### config.mk
export PLATFORM = sky130hd
export DESIGN_NAME = motor_combo_ctrl_regs
export DESIGN_NICKNAME = d
export VERILOG_FILES = /design/src/rtl/motor_combo_pkg.sv /design/src/rtl/serial_frame_rx.sv /design/src/rtl/motor_combo_ctrl_regs.sv
export SDC_FILE = /design/constraint.sdc
export NUM_CORES = 1
export LEC_CHECK = 0
export BUFFER_PORTS_ARGS = -buffer_cell sky130_fd_sc_hd__buf_2
export CAP_MARGIN = 25
export CORE_UTILIZATION = 40
export CTS_CLUSTER_DIAMETER = 150
export DETAILED_ROUTE_END_ITERATION = 7
export GPL_TIMING_DRIVEN = 1
export PLACE_DENSITY = 0.59
export SLEW_MARGIN = 20
export SYNTH_ARGS = -nofsm -noshare
export SYNTH_HDL_FRONTEND = slang
export SYNTH_SLANG_ARGS = --single-unit
### constraint.sdc
create_clock -name clock_i -period 3.63 [get_ports clock_i]
set_clock_uncertainty 0.2 [all_clocks]
set_input_delay 0.726 -clock clock_i [delete_from_list [all_inputs] [get_ports clock_i]]
set_output_delay 0.726 -clock clock_i [all_outputs]
set_load 0.03 [all_outputs]
### src/rtl/motor_combo_pkg.sv
package motor_combo_pkg;

    // ------------------------------------------------------------
    // register addresses on the serial port
    // ------------------------------------------------------------
    localparam logic [7:0] ADDR_SYS_CTRL = 8'h9E;
    localparam logic [7:0] ADDR_TEST_CTRL = 8'hAE;
    localparam logic [7:0] ADDR_COIL_CTRL = 8'hBE;
    localparam logic [7:0] ADDR_REVISION = 8'hFF;
    localparam logic [7:0] REG_RESET = 8'h00;

    // ------------------------------------------------------------
    // serial frame layout: address byte then data byte, msb first
    // ------------------------------------------------------------
    localparam logic [4:0] FRAME_BITS = 5'h10;
    localparam logic [4:0] ADDR_LAST_BIT = 5'h07;
    localparam logic [4:0] FRAME_LAST_BIT = 5'h0F;

    // ------------------------------------------------------------
    // field positions
    // ------------------------------------------------------------
    localparam int SYS_PARK_A = 0;
    localparam int SYS_PARK_B = 1;
    localparam int SYS_RT_LO = 3;
    localparam int SYS_RT_HI = 6;
    localparam int SYS_RETRACT = 7;
    localparam int TST_SPEED_SEL = 4;
    localparam int TST_REVERSE_BRAKE_CMD = 5;
    localparam int TST_BOOST_DIS = 7;
    localparam int COIL_CHOP_SLEW = 0;
    localparam int COIL_FORCE_HIGH = 1;
    localparam int COIL_COMM_SLEW = 3;
    localparam int COIL_TRISTATE = 5;
    localparam int COIL_BRAKE = 6;

    // ------------------------------------------------------------
    // decoded values: millivolts and milliseconds
    // ------------------------------------------------------------
    localparam logic [10:0] PARK_MV_00 = 11'h352; // 850
    localparam logic [10:0] PARK_MV_01 = 11'h28A; // 650
    localparam logic [10:0] PARK_MV_10 = 11'h640; // 1600
    localparam logic [10:0] PARK_MV_11 = 11'h47E; // 1150
    localparam logic [8:0] RETRACT_MS_00 = 9'h0A0; // 160
    localparam logic [8:0] RETRACT_MS_01 = 9'h140; // 320
    localparam logic [8:0] RETRACT_MS_10 = 9'h050; // 80
    localparam logic [8:0] RETRACT_MS_11 = 9'h0A0; // 160

    // ------------------------------------------------------------
    // timing
    // ------------------------------------------------------------
    localparam int CLOCK_PERIOD_NS = 10;
    localparam int MS_NS = 1000000;
    localparam int MS_CYCLES = MS_NS / CLOCK_PERIOD_NS;

    typedef enum logic [1:0] {
        RET_IDLE = 2'b00,
        RET_HALF1 = 2'b01,
        RET_HALF2 = 2'b10
    } retract_state_t;

endpackage

### src/rtl/serial_frame_rx.sv
`timescale 1ns/1ps
`default_nettype none
module serial_frame_rx
    import motor_combo_pkg::*;
(
    input wire logic clock_i,
    input wire logic nrst_i,
    input wire logic en_i,
    input wire logic cs_i,
    input wire logic sclk_i,
    input wire logic sdi_i,
    input wire logic [7:0] rev_i,
    output logic wr_stb_o,
    output logic [7:0] addr_o,
    output logic [7:0] data_o,
    output logic sdo_o,
    output logic sdo_oe_o
);

    typedef struct packed {
        logic sclk_prev;
        logic [4:0] cnt;
        logic [7:0] sh;
        logic [7:0] addr;
        logic [7:0] data;
        logic wr;
        logic [7:0] out_sh;
        logic oe;
    } rx_state_t;

    rx_state_t q, d;
    logic rise;
    logic [7:0] next_sh;

    // ------------------------------------------------------------
    // frame shifter: bits taken on the rising edge of the port clock
    // ------------------------------------------------------------
    always_comb
    begin
        d = q;
        d.wr = 1'b0;
        d.sclk_prev = sclk_i;
        rise = sclk_i && !q.sclk_prev;
        next_sh = {q.sh[6:0], sdi_i};
        if (!cs_i)
        begin
            // deselect abandons a short frame, nothing is committed
            d.cnt = 5'h00;
            d.oe = 1'b0;
            d.out_sh = 8'h00;
        end
        else if (rise && q.cnt < FRAME_BITS)
        begin
            d.sh = next_sh;
            d.cnt = q.cnt + 5'h01;
            if (q.cnt == ADDR_LAST_BIT)
            begin
                d.addr = next_sh;
                if (next_sh == ADDR_REVISION) // only the revision place drives back
                begin
                    d.out_sh = rev_i;
                    d.oe = 1'b1;
                end
            end
            else if (q.cnt > ADDR_LAST_BIT)
            begin
                d.out_sh = {q.out_sh[6:0], 1'b0};
            end
            if (q.cnt == FRAME_LAST_BIT)
            begin
                d.data = next_sh;
                d.wr = (q.addr != ADDR_REVISION);
                d.oe = 1'b0;
                d.out_sh = 8'h00;
            end
        end
    end

    // ------------------------------------------------------------
    // state register
    // ------------------------------------------------------------
    always_ff @(posedge clock_i or negedge nrst_i)
    begin
        if (!nrst_i)
            q <= '0;
        else if (en_i)
            q <= d;
    end

    assign wr_stb_o = q.wr;
    assign addr_o = q.addr;
    assign data_o = q.data;
    // shifter is cleared whenever oe drops, so no gating is needed here
    assign sdo_o = q.out_sh[7];
    assign sdo_oe_o = q.oe;

endmodule
`default_nettype wire

### src/rtl/motor_combo_ctrl_regs.sv
// What this block does
// - park select bits give four parking voltages
// - retract bits give 160/320/80/160 ms duration
// - output select routes speed loop or zero-cross
// - reverse brake blocks start until cleared
// - bit 7 disables boost; unused bits zero
// - chop slew: 10 or 20 V/us
// - force coil outputs high in chopping mode
// - commutation slew: 30 or 2 V/us
// - tristate coil for half retract time
// - brake coil for half retract time
// - power-save bit ignored; bits 4,7 zero
// - read-only revision register at FFh
// - test and coil registers give no readback
// - system register field positions as listed
`timescale 1ns/1ps
`default_nettype none
module motor_combo_ctrl_regs
    import motor_combo_pkg::*;
#(
    parameter int MS_CYCLES_P = MS_CYCLES,
    parameter logic [7:0] REVISION_P = 8'h5A // arbitrary value
)
(
    input wire logic clock_i,
    input wire logic nrst_i,
    input wire logic en_i,
    input wire logic cs_i,
    input wire logic sclk_i,
    input wire logic sdi_i,
    input wire logic speed_loop_i,
    input wire logic zero_cross_i,
    input wire logic phase_shift_chopping_i,
    output logic sdo_o,
    output logic sdo_oe_o,
    output logic [10:0] park_volt_mv_o,
    output logic [8:0] retract_time_ms_o,
    output logic retract_active_o,
    output logic coil_tristate_o,
    output logic coil_brake_o,
    output logic coil_chop_slew_sel_o,
    output logic coil_force_high_o,
    output logic commutation_slew_sel_o,
    output logic boost_disable_o,
    output logic reverse_brake_o,
    output logic spindle_start_allow_o,
    output logic spindle_feedback_pin_o
);

    // ------------------------------------------------------------
    // decode functions
    // ------------------------------------------------------------
    function automatic logic [10:0] park_mv_f(input logic sel_a, input logic sel_b);
        case ({sel_a, sel_b})
            2'b00: park_mv_f = PARK_MV_00;
            2'b01: park_mv_f = PARK_MV_01;
            2'b10: park_mv_f = PARK_MV_10;
            default: park_mv_f = PARK_MV_11;
        endcase
    endfunction

    function automatic logic [8:0] retract_ms_f(input logic lo, input logic hi);
        case ({lo, hi})
            2'b00: retract_ms_f = RETRACT_MS_00;
            2'b01: retract_ms_f = RETRACT_MS_01;
            2'b10: retract_ms_f = RETRACT_MS_10;
            default: retract_ms_f = RETRACT_MS_11;
        endcase
    endfunction

    typedef struct packed {
        logic [7:0] sys_ctrl;
        logic [7:0] test_ctrl;
        logic [7:0] coil_ctrl;
        logic [10:0] park_mv;
        logic [8:0] retract_ms;
        logic [7:0] half_ms;
        retract_state_t ret_state;
        logic [16:0] pre;
        logic [7:0] ms_cnt;
        logic tristate;
        logic brake;
        logic force_high;
        logic feedback;
        logic active;
        logic start_allow;
    } ctrl_state_t;

    ctrl_state_t q, d;
    logic wr_stb;
    logic [7:0] wr_addr;
    logic [7:0] wr_data;
    logic ms_tick;

    // ------------------------------------------------------------
    // serial port
    // ------------------------------------------------------------
    serial_frame_rx u_rx (
        .clock_i(clock_i),
        .nrst_i(nrst_i),
        .en_i(en_i),
        .cs_i(cs_i),
        .sclk_i(sclk_i),
        .sdi_i(sdi_i),
        .rev_i(REVISION_P),
        .wr_stb_o(wr_stb),
        .addr_o(wr_addr),
        .data_o(wr_data),
        .sdo_o(sdo_o),
        .sdo_oe_o(sdo_oe_o)
    );

    // ------------------------------------------------------------
    // register file, decodes and retract sequencer
    // ------------------------------------------------------------
    always_comb
    begin
        d = q;
        ms_tick = (q.pre == 17'(MS_CYCLES_P - 1));
        // registers change only on a completed frame
        if (wr_stb)
        begin
            case (wr_addr)
                ADDR_SYS_CTRL: d.sys_ctrl = wr_data;
                ADDR_TEST_CTRL: d.test_ctrl = wr_data;
                ADDR_COIL_CTRL: d.coil_ctrl = wr_data;
                default: d.sys_ctrl = q.sys_ctrl; // revision and unmapped ignored
            endcase
        end
        d.park_mv = park_mv_f(d.sys_ctrl[SYS_PARK_A], d.sys_ctrl[SYS_PARK_B]);
        d.retract_ms = retract_ms_f(d.sys_ctrl[SYS_RT_LO], d.sys_ctrl[SYS_RT_HI]);
        d.feedback = q.test_ctrl[TST_SPEED_SEL] ? speed_loop_i : zero_cross_i;
        d.force_high = q.coil_ctrl[COIL_FORCE_HIGH] & phase_shift_chopping_i;

        // millisecond prescaler only runs during a retract to save toggling
        if (q.ret_state == RET_IDLE || ms_tick)
            d.pre = 17'h00000;
        else
            d.pre = q.pre + 17'h00001;

        case (q.ret_state)
            RET_IDLE:
            begin
                d.ms_cnt = 8'h00;
                if (wr_stb && wr_addr == ADDR_SYS_CTRL && wr_data[SYS_RETRACT])
                begin
                    // duration latched at start so a rewrite mid-retract cannot stretch it
                    d.half_ms = d.retract_ms[8:1];
                    d.ret_state = RET_HALF1;
                end
            end
            RET_HALF1:
            begin
                if (ms_tick)
                begin
                    d.ms_cnt = q.ms_cnt + 8'h01;
                    if (d.ms_cnt == q.half_ms)
                    begin
                        d.ms_cnt = 8'h00;
                        d.ret_state = RET_HALF2;
                    end
                end
            end
            RET_HALF2:
            begin
                if (ms_tick)
                begin
                    d.ms_cnt = q.ms_cnt + 8'h01;
                    if (d.ms_cnt == q.half_ms)
                    begin
                        d.ms_cnt = 8'h00;
                        d.ret_state = RET_IDLE;
                    end
                end
            end
            default: d.ret_state = RET_IDLE;
        endcase
        // tristate wins over brake if both are set
        d.tristate = (d.ret_state == RET_HALF1) && q.coil_ctrl[COIL_TRISTATE];
        d.brake = (d.ret_state == RET_HALF1) && !q.coil_ctrl[COIL_TRISTATE]
            && q.coil_ctrl[COIL_BRAKE];
        // flopped copies so the outputs carry no gate after the register
        d.active = (d.ret_state != RET_IDLE);
        d.start_allow = !d.test_ctrl[TST_REVERSE_BRAKE_CMD];
    end

    // ------------------------------------------------------------
    // state register
    // ------------------------------------------------------------
    always_ff @(posedge clock_i or negedge nrst_i)
    begin
        if (!nrst_i)
        begin
            q <= '0;
            q.park_mv <= PARK_MV_00;
            q.retract_ms <= RETRACT_MS_00;
            q.start_allow <= 1'b1;
        end
        else if (en_i)
            q <= d;
    end

    // ------------------------------------------------------------
    // outputs, all straight from state flops
    // ------------------------------------------------------------
    assign park_volt_mv_o = q.park_mv;
    assign retract_time_ms_o = q.retract_ms;
    assign retract_active_o = q.active;
    assign coil_tristate_o = q.tristate;
    assign coil_brake_o = q.brake;
    assign coil_chop_slew_sel_o = q.coil_ctrl[COIL_CHOP_SLEW];
    assign coil_force_high_o = q.force_high;
    assign commutation_slew_sel_o = q.coil_ctrl[COIL_COMM_SLEW]; // bit 2 unused
    assign boost_disable_o = q.test_ctrl[TST_BOOST_DIS];
    assign reverse_brake_o = q.test_ctrl[TST_REVERSE_BRAKE_CMD];
    assign spindle_start_allow_o = q.start_allow;
    assign spindle_feedback_pin_o = q.feedback;
endmodule
`default_nettype wire

==> flow_summary.yaml <==
global_routing:
  grt_util_all_layers: 0.165
  grt_pass1_vias: 3346
  grt_max_degree: 58
  grt_overflow: 0
  antenna_found_initial: 0
  grt_pass1_wl_um: 16500
clocking:
  cts-root-buf: "clkbuf_16"
  postCtsSetupBuffers: 0
  numClockSinks: 99
  ctsHtreeMaxLevel: 3
  insertion_delay_ns: 0.35
  cts.hold.buffers_added: 0
  ctsResizeCount: 0
  cts_buffers: 9
  cts_tree: "built"
  clk_pin_slew_ns: 0.07
  cts_buffer_depth: 2
setup_path:
  end_kind: "flop"
  worstPathRequired_ns: 3.67
  arrival_ns: 2.87
  cp_max_fo: 8
  slowest_stage: "nor4b_4"
  path_cells: "or3b_4 -> nor4b_4 -> mux2i_1 -> inv_1 -> ha_1 -> mux2_2"
  critPathMaxStageDelay_ns: 0.56
  crit_family: "simple AND/OR/NAND/NOR gates"
  cp.buffers_inverters: 1
  crit_type: "flop to flop"
  start_kind: "flop"
sta:
  rsz0062_at_grt: "no"
  setup_violations: 0
  fin_setup_tns_ns: 0
  slew_viol_final: 0
  period_minus_slack_ns: 2.83
  hold_viol_final: 0
  max_freq_ghz: 0.353
  max_slew_margin: 0.470
  worst_pin_slew_ns: 0.792
  fin_crit_sh: 0.781
placement:
  gp_congestion: 0.800
  io_buffers: 35
  placed_area_um2: 5180
  hpwlAfterDp_um: 6920
synth:
  synth.area.top_cells: "dfrtp_1, mux2_2, nand2_1, ha_1, o21ai_0"
  ys_warn_count: 0
  yosys.area.top_type_share: 0.466
  synth-edff-count: 0
  synthFlopType: "dfrtp_1"
  syn-mean-instance-area_um2: 10.2
  async_reset_ff_frac: 1.00
  synth.distinct_cells: 48
  synth_seq_cells: 99
  seq_area_frac_synth: 0.503
  postSynthCellCount: 484
  synthesis.area_um2: 4940
  yosysTopAreaCell: "dfrtp_1"
layout:
  antenna_cells: 0
  synthToLayoutAreaGrowth_pct: 10.9
  final_nets: 534
  regArea_um2: 2490
  multi_input_area_um2: 2190
  drive_above_1_share: 0.224
  design_area_um2: 5480
  fillers: 1161
drt:
  drt_iter0_drc: 152
  dr_wl_met3_um: 396
  routed_wl_um: 9770
  first_pass_iters: 6
  dr.max_layer_used: "met4"
  post_drt_wl_per_cell_um: 14.8
  wl_met2_um: 4780
  vias_per_cell: 5.29
  wl_met1_um: 4500
  drtAntennaViolNets: 0
  drc_errors: 0
  num_vias: 3497
floorplanning:
  ios: 41
  initial_core_util: 0.411
  rows: 40
  core_um2: 12000
  die_height_um: 113
  die_x_um: 113
  dieArea_um2: 12800
power_and_ir_drop:
  peakVddDrop_mv: 0.310
  p_leak_nw: 2.59
  power_density_nw_per_um2: 449
run:
  drv_cap: 0
min_path:
  hp-class: "primary input to asynchronous set/reset pin"
run_status:
  status: "complete, no violations"
## metal layers
metal / vias up / global-route usage
met1: 1717 / 0.215
met4: 0 / 0.0421
met3: 8 / 0.0509
met5: - / 0
li1: 1705 / -
met2: 67 / 0.267
## path summary, 6_finish.rpt
check | from | to | slack, ns | cells after the start
worst min-delay path | nrst_i | q[10] | 0.09 | 1
min in group clock_i | u_rx.q[6] | u_rx.q[6] | 0.28 | 2
worst min register to register | u_rx.q[6] | u_rx.q[6] | 0.28 | 2
worst max-delay path | u_rx.addr_o[0] | park_volt_mv_o[5] | 0.80 | 6
max in group asynchronous | nrst_i | park_volt_mv_o[9] | 2.29 | 3
worst max register to register | u_rx.addr_o[0] | park_volt_mv_o[5] | 0.80 | 6
## placed cells by master, fill, tap and decap left out, types with 9 or more instances in the layout
cell | Yosys | routed
inv_1 | 16 | 16
nand3_1 | 19 | 19
buf_2 | 3 | 34
mux2_2 | 38 | 38
nor2_1 | 38 | 38
o21ai_0 | 38 | 38
dfrtp_1 | 92 | 92
clkbuf_16 | 0 | 9
nand2_1 | 78 | 78
a21oi_1 | 12 | 12
ha_1 | 16 | 16
## flip-flops by register name, summed over array words and instances (netlist names), 4 cells and up
signal,flops
q,39
u_rx.q,12
park_volt_mv_o,9
u_rx.addr_o,8
u_rx.data_o,7
u_rx.next_sh,7
retract_time_ms_o,4
## area by class of cell
cell class,instances,share of cell area
inverter,16,0.0110
clock inverter,6,0.0130
sequential,99,0.454
clock buffer,10,0.0418
tap,147,0.0336
multi-input combinational,340,0.400
timing repair buffer,43,0.0471
## Yosys cell counts, types with 4 or more instances
master and count:
ha_1 16, nor3_1 6, dfstp_2 7, xnor2_1 8, inv_1 16, a21oi_1 12, o21ai_0 38, mux2_2 38
buf_4 20, dfrtp_1 92, mux2i_1 8, nand4_1 8, nand3_1 19, and3_1 7, xor2_1 7, o31ai_1 6
clkbuf_1 8, nand2_1 78, nand2b_1 4, nor2_1 38
## power by group
| group | total (mW) | switching [mW] | leakage, nW | internal (mW) |
|---|---|---|---|---|
| combinational | 0.287 | 0.190 | 1.11 | 0.0969 |
| clock | 0.980 | 0.437 | 0.145 | 0.543 |
| sequential | 1.19 | 0.0439 | 1.34 | 1.15 |
| total | 2.46 | 0.671 | 2.59 | 1.79 |
## per-stage QoR
step                      power [mW]   util  hold WS (ns)  worst slack [ns]  instances
after global placement          1.49  0.429         0.263             0.875        644
after global routing            2.57  0.456         0.113             0.611        661
after CTS                       2.50  0.456        0.0941             0.772        661
after detailed placement        1.50  0.431         0.270             0.793        645
final                           2.46  0.456        0.0856             0.796        661
after floorplan                 1.41      -         0.230              1.07        488
## cells by family (layout without fill, tap and decap cells)
family | Yosys count | in the layout | share of synthesized area
xor gates and xnor gates | 15 | 15 | 0.0266
adders and majority gates | 16 | 16 | 0.0405
muxes | 46 | 46 | 0.103
DFF | 99 | 99 | 0.503
and+or+nand+nor | 178 | 178 | 0.172
AOI/OAI and AO/OA | 80 | 80 | 0.0975
other | 1 | 5 | 0.000759
buffers and inverters | 49 | 75 | 0.0562
Power figures use the tool's default switching activity.
